[src/hw/flash_sel_pkg.sv]
// Package with register map, field layout and bus carrier of the flash select block
`default_nettype none
package flash_sel_pkg;
	localparam int unsigned DATA_W = 8;
	localparam int unsigned ADDR_W = 8;
	localparam int unsigned MODE_W = 3;

	// ****************************************
	// Register offsets
	// ****************************************
	localparam logic [ADDR_W-1:0] OFF_CONTROL_ONE = 8'h40;
	localparam logic [ADDR_W-1:0] OFF_LARGE_SEL   = 8'h41;
	localparam logic [ADDR_W-1:0] OFF_ERASE_SEL   = 8'h42;
	localparam logic [ADDR_W-1:0] OFF_ERR_STATUS  = 8'h43;

	// ****************************************
	// Values and fields
	// ****************************************
	localparam logic [DATA_W-1:0] SEL_RESET_VAL  = 8'h00;
	localparam logic [DATA_W-1:0] LOCKED_READ    = 8'hFF;
	localparam logic [DATA_W-1:0] UNMAPPED_READ  = 8'h00;
	localparam logic [DATA_W-1:0] STATUS_RESET   = 8'h00;
	localparam int unsigned       ERR_FLAG_BIT   = 7;
	localparam int unsigned       RSVD_HI_BIT    = 6;
	localparam int unsigned       RSVD_LO_BIT    = 0;
	localparam logic [MODE_W-1:0] MODE_FIRST_ON  = 3'h5;
	localparam logic [MODE_W-1:0] MODE_FIRST_OFF = 3'h1;

	typedef struct packed {
		logic              wr;
		logic              rd;
		logic [ADDR_W-1:0] addr;
		logic [DATA_W-1:0] wdata;
	} bus_req_t;

	typedef struct packed {
		logic [DATA_W-1:0] control_one;
		logic [DATA_W-1:0] large_sel;
		logic [DATA_W-1:0] erase_sel;
	} sel_out_t;
endpackage : flash_sel_pkg
`default_nettype wire

[src/hw/sel_byte_reg.sv]
// Lockable software select register with fixed reset value
`default_nettype none
module sel_byte_reg #(
	parameter int unsigned     WIDTH     = 8,
	parameter logic [WIDTH-1:0] RESET_VAL = '0
) (
	input  wire logic             clk,    // System clock
	input  wire logic             rst,    // Asynchronous reset, active high
	input  wire logic             wr_en,  // Write strobe for this register
	input  wire logic             lock,   // Flash disabled, writes dropped
	input  wire logic [WIDTH-1:0] wdata,  // Write data
	output logic      [WIDTH-1:0] q       // Stored value
);
	if (WIDTH < 1) begin : g_width_bad
		$error("sel_byte_reg WIDTH must be at least 1");
	end

	// Locked writes are taken on the bus but leave the contents alone
	always_ff @(posedge clk or posedge rst) begin
		if (rst) begin
			q <= RESET_VAL; // RL4
		end else if (wr_en && !lock) begin
			q <= wdata; // RL6
		end
	end
endmodule : sel_byte_reg
`default_nettype wire

[src/hw/flash_block_select_regs.sv]
// Flash block select, control and error status registers on a plain register port
// ****************************************
// Behaviour
// [RL1] Erase select byte: one makes a block erasable, zero keeps it protected.
// [RL2] Large-block select byte: set bit selects that large block.
// [RL3] Modes 1 to 4: select registers ignore writes and read all ones.
// [RL4] Modes 5 to 7: select registers reset to zero, read and write freely.
// [RL5] Error status bits six to zero keep written values and read back.
// [RL6] Locked writes finish normally on the bus and change nothing.
// ****************************************
//
// Chosen here: the plain strobed port.
`default_nettype none
module flash_block_select_regs
	import flash_sel_pkg::*;
(
	input  wire logic              clk,         // System clock, 100 MHz
	input  wire logic              rst,         // Asynchronous reset, active high
	input  wire bus_req_t          bus_req,     // Register port request
	input  wire logic [MODE_W-1:0] mode_pins,   // Operating mode pins, asynchronous
	input  wire logic              flash_fault, // Error protection event, one cycle
	output logic      [DATA_W-1:0] rd_data_q,   // Read data, cycle after read strobe
	output var sel_out_t           sel_q,       // Select and control contents
	output logic                   locked_q,    // Flash disabled by mode
	output logic                   err_flag_q   // Error protection flag
);
	if (DATA_W != 8) begin : g_data_bad
		$error("flash_block_select_regs needs byte data");
	end

	// ****************************************
	// Decode helpers
	// ****************************************
	function automatic logic is_sel_addr(input logic [ADDR_W-1:0] a);
		return (a == OFF_CONTROL_ONE) || (a == OFF_LARGE_SEL) || (a == OFF_ERASE_SEL);
	endfunction : is_sel_addr

	function automatic logic is_mapped(input logic [ADDR_W-1:0] a);
		return is_sel_addr(a) || (a == OFF_ERR_STATUS);
	endfunction : is_mapped

	// ****************************************
	// Mode pin synchroniser and lock
	// ****************************************
	logic [MODE_W-1:0] mode_meta_q;
	logic [MODE_W-1:0] mode_sync_q;

	// Sync flops reset to a locked mode so the lock cannot drop before the pins are seen
	always_ff @(posedge clk or posedge rst) begin
		if (rst) begin
			mode_meta_q <= MODE_FIRST_OFF;
			mode_sync_q <= MODE_FIRST_OFF;
		end else begin
			mode_meta_q <= mode_pins;
			mode_sync_q <= mode_meta_q;
		end
	end

	// Lock starts set so no write slips in before the mode is known
	always_ff @(posedge clk or posedge rst) begin
		if (rst) begin
			locked_q <= 1'b1;
		end else begin
			locked_q <= (mode_sync_q >= MODE_FIRST_OFF) && (mode_sync_q < MODE_FIRST_ON); // RL3
		end
	end

	// ****************************************
	// Select registers
	// ****************************************
	logic ctrl_wr;
	logic large_wr;
	logic erase_wr;

	// Decoded once so the registers and the further select and lock checks below share one view of the strobe
	assign ctrl_wr  = bus_req.wr && (bus_req.addr == OFF_CONTROL_ONE);
	assign large_wr = bus_req.wr && (bus_req.addr == OFF_LARGE_SEL);
	assign erase_wr = bus_req.wr && (bus_req.addr == OFF_ERASE_SEL);

	sel_byte_reg #(.WIDTH(DATA_W), .RESET_VAL(SEL_RESET_VAL)) u_control_one (
		.clk   (clk),
		.rst   (rst),
		.wr_en (ctrl_wr),
		.lock  (locked_q),
		.wdata (bus_req.wdata),
		.q     (sel_q.control_one)
	);

	sel_byte_reg #(.WIDTH(DATA_W), .RESET_VAL(SEL_RESET_VAL)) u_large_sel (
		.clk   (clk),
		.rst   (rst),
		.wr_en (large_wr), // RL2
		.lock  (locked_q),
		.wdata (bus_req.wdata),
		.q     (sel_q.large_sel)
	);

	sel_byte_reg #(.WIDTH(DATA_W), .RESET_VAL(SEL_RESET_VAL)) u_erase_sel (
		.clk   (clk),
		.rst   (rst),
		.wr_en (erase_wr), // RL1
		.lock  (locked_q),
		.wdata (bus_req.wdata),
		.q     (sel_q.erase_sel)
	);

	// ****************************************
	// Error status register
	// ****************************************
	logic [RSVD_HI_BIT:RSVD_LO_BIT] rsvd_q;
	logic                           st_wr;

	assign st_wr = bus_req.wr && (bus_req.addr == OFF_ERR_STATUS);

	// Reserved bits only store and read back; no other logic looks at them
	always_ff @(posedge clk or posedge rst) begin
		if (rst) begin
			rsvd_q <= STATUS_RESET[RSVD_HI_BIT:RSVD_LO_BIT];
		end else if (st_wr) begin
			rsvd_q <= bus_req.wdata[RSVD_HI_BIT:RSVD_LO_BIT]; // RL5
		end
	end

	// A fault in the clearing cycle still sets the flag
	always_ff @(posedge clk or posedge rst) begin
		if (rst) begin
			err_flag_q <= STATUS_RESET[ERR_FLAG_BIT];
		end else if (flash_fault) begin
			err_flag_q <= 1'b1;
		end else if (st_wr) begin
			err_flag_q <= bus_req.wdata[ERR_FLAG_BIT];
		end
	end

	// ****************************************
	// Read path
	// ****************************************
	logic [DATA_W-1:0] rd_mux;

	always_comb begin
		rd_mux = UNMAPPED_READ;
		if (is_sel_addr(bus_req.addr) && locked_q) begin
			rd_mux = LOCKED_READ; // RL3
		end else begin
			case (bus_req.addr)
				OFF_CONTROL_ONE: rd_mux = sel_q.control_one;
				OFF_LARGE_SEL:   rd_mux = sel_q.large_sel; // RL2
				OFF_ERASE_SEL:   rd_mux = sel_q.erase_sel; // RL4
				OFF_ERR_STATUS:  rd_mux = {err_flag_q, rsvd_q}; // RL5
				default:         rd_mux = UNMAPPED_READ;
			endcase
		end
	end

	// Data is valid only in the cycle after the strobe, zero otherwise
	always_ff @(posedge clk or posedge rst) begin
		if (rst) begin
			rd_data_q <= UNMAPPED_READ;
		end else if (bus_req.rd) begin
			rd_data_q <= rd_mux;
		end else begin
			rd_data_q <= UNMAPPED_READ;
		end
	end
endmodule : flash_block_select_regs
`default_nettype wire

[config.mk]
export PLATFORM = sky130hd
export DESIGN_NAME = flash_block_select_regs
export DESIGN_NICKNAME = d
export VERILOG_FILES = /design/src/hw/flash_sel_pkg.sv /design/src/hw/sel_byte_reg.sv /design/src/hw/flash_block_select_regs.sv
export SDC_FILE = /design/constraint.sdc
export NUM_CORES = 1
export LEC_CHECK = 0
export BUFFER_PORTS_ARGS = -buffer_cell sky130_fd_sc_hd__buf_2
export CORE_MARGIN = 2
export CORE_UTILIZATION = 40
export CTS_BUF_LIST = sky130_fd_sc_hd__clkbuf_4 sky130_fd_sc_hd__clkbuf_8
export CTS_CLUSTER_DIAMETER = 60
export DETAILED_ROUTE_END_ITERATION = 8
export PLACE_DENSITY = 0.74
export SYNTH_ARGS = -nofsm -noshare
export SYNTH_HDL_FRONTEND = slang
export SYNTH_SLANG_ARGS = --single-unit
[constraint.sdc]
create_clock -name clk -period 2.07 [get_ports clk]
set_clock_uncertainty 0.05 [all_clocks]
set_input_delay 0.207 -clock clk [delete_from_list [all_inputs] [get_ports clk]]
set_output_delay 0.207 -clock clk [all_outputs]
set_load 0.05 [all_outputs]
==> impl_metrics.ini, run 1 <==
[worst_setup_path]
cpLargestDelayFamily = simple AND/OR/NAND/NOR gates
arrival_ns = 1.90
regToRegStartpoint = locked_q$_DFF_PP1_
worstPathMaxFanout = 8
ff2ff_path_depth = 3
critPathBufInv = 0
path_cells = nor4b_2, and4bb_2, mux2_2
start_kind = flop
critPathLaunch = locked_q$_DFF_PP1_
setup.worst_path.class = reg2reg
crit_required_ns = 2.21
critPathCaptureType = flop
critPathCapture = u_control_one.q[7]$_DFFE_PP0P_
critPathMaxStageDelay_ns = 0.45
timing.rr.end = u_control_one.q[7]$_DFFE_PP0P_
cp.depth = 3
crit_path_top_delay_cell = and4bb_2
r2r_slack_ns = 0.30

[sta]
slew-limit-headroom_pct = 61.8
setup_viol = 0
slew_viol_final = 0
rsz0062_at_grt = no
fin_tns_setup_ns = 0
min_period_ns = 1.77
max_freq_mhz = 566
tightest_slew_ns = 0.571
hold_viol = 0
setup_ws_ns = 0.303
fin_crit_sh_pct = 85.4

[clocking]
post_cts_buffers = 0
numCtsBuffers = 5
clk_latency_ns = 0.30
numClockSinks = 47
h-tree-depth = 2
tritoncts = yes
clk_path_buf_depth = 2
clock-root-buffer = clkbuf_8
path_clk_slew_ns = 0.09

[layout]
antenna_cells = 0
area_delta_synth_final_pct = 24.1
mostFrequentLayoutCell = buf_2
layout.nets = 211
drive_gt1_share_pct = 61.2
mostFrequentLayoutCells = buf_2 (57), dfrtp_1 (44), mux2_2 (31), nor2_1 (20), mux4_2 (8)
fin_util_pct = 51.3

[pwr]
vdd_drop_max_v = 0.000453
p_leak_nw = 1.30
power_density_nw_per_um2 = 716

[floorplanning]
rows = 25
core_um2 = 4690
boundaryPins = 58
initial_utilization_pct = 41.3
die-height_um = 73.6
die_w_um = 73.6
fp.dieArea_um2 = 5420

[place]
dp_slack_ns = 0.304
dpl.hpwl_um = 2780
globalplace.congestion = 0.756
io_buffers = 57

[worst_hold_path]
hold_start = bus_req[0]
hold_class = in2reg

[route]
drc = 0
route.antenna.remaining_nets = 0
wl_per_cell_um = 16.0
drtIter0Drc = 54
vias = 1238
firstDrtPassIters = 4
viasPerCell = 5.12
drt_wl_total_um = 3860

[synthesis]
synth_fp_nets = 145
syn_area_um2 = 1940
netlist_instances = 121
ys_ff_latch = 47
ys.warnings.count = 0
ys_types = 18
avgSynthCellArea_um2 = 16.0
yosysSeqAreaShare_pct = 60.9

[flow_run]
cap_viol_max_count = 0

[global_routing]
antenna_found_initial = 0
grt_overflow_total = 0
grt_use_total_pct = 15.7
grt_max_degree = 26
grt_first_pass_wirelength_um = 6220
grt_pass1_vias = 1239

[status]
status = complete, no violations
stage by stage:
step,cell area (um^2),hold slack [ns],total power [mW],instances
final,2410,0.127,1.72,242
after global routing,2410,0.130,1.80,242
after CTS,2410,0.122,1.74,242
after detailed placement,2280,0.221,1.19,230
after global placement,2280,0.216,1.19,230
after floorplan,1940,0.161,1.12,121
logic make-up after synthesis:
| group | Yosys count | share of synthesized area (%) |
|---|---|---|
| AO/OA/AOI/OAI | 1 | 0.387 |
| XOR/XNOR | 1 | 0.452 |
| buffers and inverters | 4 | 1.29 |
| flip-flops | 47 | 60.9 |
| multiplexers | 40 | 27.8 |
| AND/OR/NAND/NOR | 28 | 9.17 |
per-layer routing:
| metal | up-vias | wire, um | GRT usage (%) |
|---|---|---|---|
| li1 | 568 | - | - |
| met1 | 618 | 1640 | 20.5 |
| met2 | 45 | 1890 | 24.0 |
| met3 | 7 | 260 | 4.94 |
| met4 | 0 | 70 | 7.07 |
| met5 | - | 0 | 0 |
registers in the layout, summed over array words and instances, names as in the netlist:
register / cells
err_flag_q: 1
locked_q: 1
mode_meta_q: 3
mode_sync_q: 3
rd_data_q: 8
rsvd_q: 7
u_control_one.q: 8
u_erase_sel.q: 8
u_large_sel.q: 8
timing repair:
| item | CTS | global route |
|---|---|---|
| resized for setup | 0 | 0 |
| hold endpoints to repair | 24 | 0 |
| hold buffers | 4 | 0 |
| setup endpoints to repair | 0 | 0 |
worst register-to-register path: cells and delay by family, from the launching register on:
kind	cells	cell delay (ns)
and+or+nand+nor	2	0.85
DFF	1	0.38
muxes	1	0.37
power breakdown:
part	switching (mW)	total (mW)	internal, mW
Sequential	0.0177	0.967	0.950
Combinational	0.132	0.207	0.0754
Clock	0.312	0.547	0.235
final cells by class:
class                      instances  area, um^2
tap                               54        67.6
clock buffer                       5        68.8
timing repair buffer              62         333
fill                             418        2290
clock inverter                     3        20.0
multi-input combinational         70         733
inverter                           1        3.75
sequential                        47        1180
worst min path at each step:
stage / end / slack [ns] / cells after the start
finish: u_control_one.q[0]$_DFFE_PP0P_ / 0.13 / 2
global route: u_control_one.q[4]$_DFFE_PP0P_ / 0.13 / 2
CTS: u_large_sel.q[0]$_DFFE_PP0P_ / 0.12 / 2
detailed placement: rd_data_q[7]$_DFF_PP0_ / 0.22 / 2
global placement: rd_data_q[7]$_DFF_PP0_ / 0.22 / 2
floorplan: mode_meta_q[0]$_DFF_PP1_ / 0.16 / 0
cell usage after synthesis:
| cell type | count | area share [%] |
|---|---|---|
| buf_2 | 2 | 0.52 |
| nor4b_2 | 1 | 0.77 |
| dfrtp_1 | 44 | 57 |
| mux2_2 | 31 | 18 |
| dfstp_2 | 3 | 4.1 |
| nand4b_2 | 2 | 1.5 |
| and3_1 | 1 | 0.32 |
| xnor2_1 | 1 | 0.45 |
| a21boi_1 | 1 | 0.39 |
| buf_6 | 1 | 0.58 |
| nand3_2 | 1 | 0.52 |
| inv_1 | 1 | 0.19 |
| nor2_1 | 20 | 3.9 |
| mux2i_1 | 1 | 0.52 |
| nor4b_4 | 1 | 1.2 |
| nand3_1 | 1 | 0.26 |
| mux4_2 | 8 | 9.3 |
| and4bb_2 | 1 | 0.65 |
No activity file was read; power rests on OpenSTA's default activity.
==> run 2, diff against run 1 <==
==> constraint.sdc (replaced) <==
create_clock -name clk -period 2.03 [get_ports clk]
set_clock_uncertainty 0.05 [all_clocks]
set_input_delay 0.203 -clock clk [delete_from_list [all_inputs] [get_ports clk]]
set_output_delay 0.203 -clock clk [all_outputs]
set_load 0.05 [all_outputs]
==> run 2 against run 1 <==
Effect of this change: worst setup slack got worse by 0.017 ns; sequential share of layout area fell by 1.1 points; first-iteration DRC count rose by 19%; total power rose by 16%; non-clock buffer count rose by 1; die area did not move; count of clock-buffer cells in the layout rose by 1; core utilization rose by 1.2 points; via count barely moved; critical path depth did not move; hold slack got worse by 0.0038 ns.
==> impl_metrics.ini, run 2 (synthesis gave the netlist of run 1 again) <==
[sta]
hold_viol = 0
max_freq_mhz = 573
holdWs_ns = 0.123
slew-limit-headroom_pct = 61.9
setup_viol = 0
setup_ws_ns = 0.286
rsz0062_at_grt = no
min_period_ns = 1.74
slew_viol_final = 0
tightest_slew_ns = 0.571
fin_crit_sh_pct = 85.9
fin_tns_setup_ns = 0

[route]
drtIter0Drc = 64
vias = 1237
drc = 0
route.antenna.remaining_nets = 0
drt_wl_total_um = 3860
firstDrtPassIters = 3
viasPerCell = 5.09
wl_per_cell_um = 15.9

[place]
globalplace.congestion = 0.755
dpl.hpwl_um = 2870
dp_slack_ns = 0.277
io_buffers = 57
dp_cells = 231

[clocking]
clk_latency_ns = 0.30
cts_hold_buf = 4
tritoncts = yes
numCtsBuffers = 5
cts_resized = 0
clock-root-buffer = clkbuf_8
post_cts_buffers = 0
path_clk_slew_ns = 0.08
clk_path_buf_depth = 2
h-tree-depth = 2
numClockSinks = 47

[floorplanning]
die_w_um = 73.6
fp.dieArea_um2 = 5420
initial_utilization_pct = 41.3
rows = 25
core_um2 = 4690
die-height_um = 73.6
boundaryPins = 58

[worst_setup_path]
arrival_ns = 1.88
start_kind = flop
crit_path_top_delay_cell = and4bb_2
ff2ff_path_depth = 3
worstPathMaxFanout = 8
critPathMaxStageDelay_ns = 0.43
critPathCaptureType = flop
setup.worst_path.class = reg2reg
crit_required_ns = 2.17
path_cells = nor4b_2, and4bb_2, mux2_2

[pwr]
p_sw_mw = 0.454
power_density_nw_per_um2 = 815
p_leak_nw = 1.33
switching_share_pct = 22.6
vdd_drop_max_v = 0.000392
p_comb_share_pct = 10.6
power_frac_clock_pct = 40.2
p_int_mw = 1.55
p_seq_share_pct = 49.2

[status]
status = complete, no violations

[layout]
mostFrequentLayoutCell = buf_2
fillers = 410
mostFrequentLayoutCells = buf_2 (57), dfrtp_1 (44), mux2_2 (31), nor2_1 (20), mux4_2 (8)
area_delta_synth_final_pct = 27.0
layout.nets = 212
drive_gt1_share_pct = 61.4
fin_cells = 243
antenna_cells = 0

[worst_hold_path]
holdPathStages = 2
hold_class = in2reg

[global_routing]
grt_pass1_vias = 1274
antenna_found_initial = 0
grt_max_degree = 23
grt_overflow_total = 0
grt_use_total_pct = 15.7
grt_first_pass_wirelength_um = 6200

[flow_run]
cap_viol_max_count = 0
==> run 2: cell types whose count changed in the layout (fill, tap and decap cells not counted), sizes merged <==
| cell | delta |
|---|---|
| buf | +1 |
| bufinv | +2 |
| clkbuf | +1 |
| clkinv | -1 |
| clkinvlp | -2 |
==> run 2: final cells by class <==
| cell class | instances | area [um^2] | area share [%] |
|---|---|---|---|
| clock buffer | 6 | 76.3 | 3.10 |
| clock inverter | 2 | 60.1 | 2.44 |
| tap | 54 | 67.6 | 2.75 |
| inverter | 1 | 3.75 | 0.153 |
| sequential | 47 | 1180 | 47.9 |
| multi-input combinational | 70 | 733 | 29.8 |
| timing repair buffer | 63 | 340 | 13.8 |
==> run 2: critical path: cells and delay by family (launching register included) <==
kind             cells  cell delay, ns
flip-flops           1            0.39
multiplexers         1            0.37
AND/OR/NAND/NOR      2            0.83
==> run 2: final timing paths <==
| kind | end | from | slack (ns) |
|---|---|---|---|
| worst max-delay path | u_control_one.q[1]$_DFFE_PP0P_ | locked_q$_DFF_PP1_ | 0.29 |
| worst min-delay path | rsvd_q[3]$_DFFE_PP0P_ | bus_req[3] | 0.12 |
| worst max register to register | u_control_one.q[1]$_DFFE_PP0P_ | locked_q$_DFF_PP1_ | 0.29 |
| worst min register to register | mode_sync_q[1]$_DFF_PP0_ | mode_meta_q[1]$_DFF_PP0_ | 0.30 |
| max in group asynchronous | u_control_one.q[0]$_DFFE_PP0P_ | rst | 1.00 |
| min in group asynchronous | rd_data_q[1]$_DFF_PP0_ | rst | 0.34 |
==> run 2: per-layer routing <==
layer  track usage, %  part of all wire, %  vias up
met1             20.7                   43      628
met5                0                    0        -
met4             6.06                  1.1        0
li1                 -                    -      567
met3             5.76                  6.5        5
met2             23.7                   49       37
==> run 2: power groups by stage <==
stage | Sequential (mW) | Combinational (mW) | Clock [mW]
floorplan | 1.06 | 0.0799 | 0
global placement | 1.00 | 0.208 | 0
detailed placement | 1.00 | 0.210 | 0
CTS | 0.986 | 0.217 | 0.826
global route | 0.991 | 0.233 | 0.870
finish | 0.986 | 0.213 | 0.806
==> run 2: metrics by stage <==
step	cell area [um^2]	utilization, %	total power [mW]
2_1_floorplan	1940	-	1.14
3_3_place_gp	2280	48.7	1.21
3_5_place_dp	2280	48.7	1.21
4_1_cts	2460	52.5	2.03
5_1_grt	2460	52.5	2.09
6_report	2460	52.5	2.01
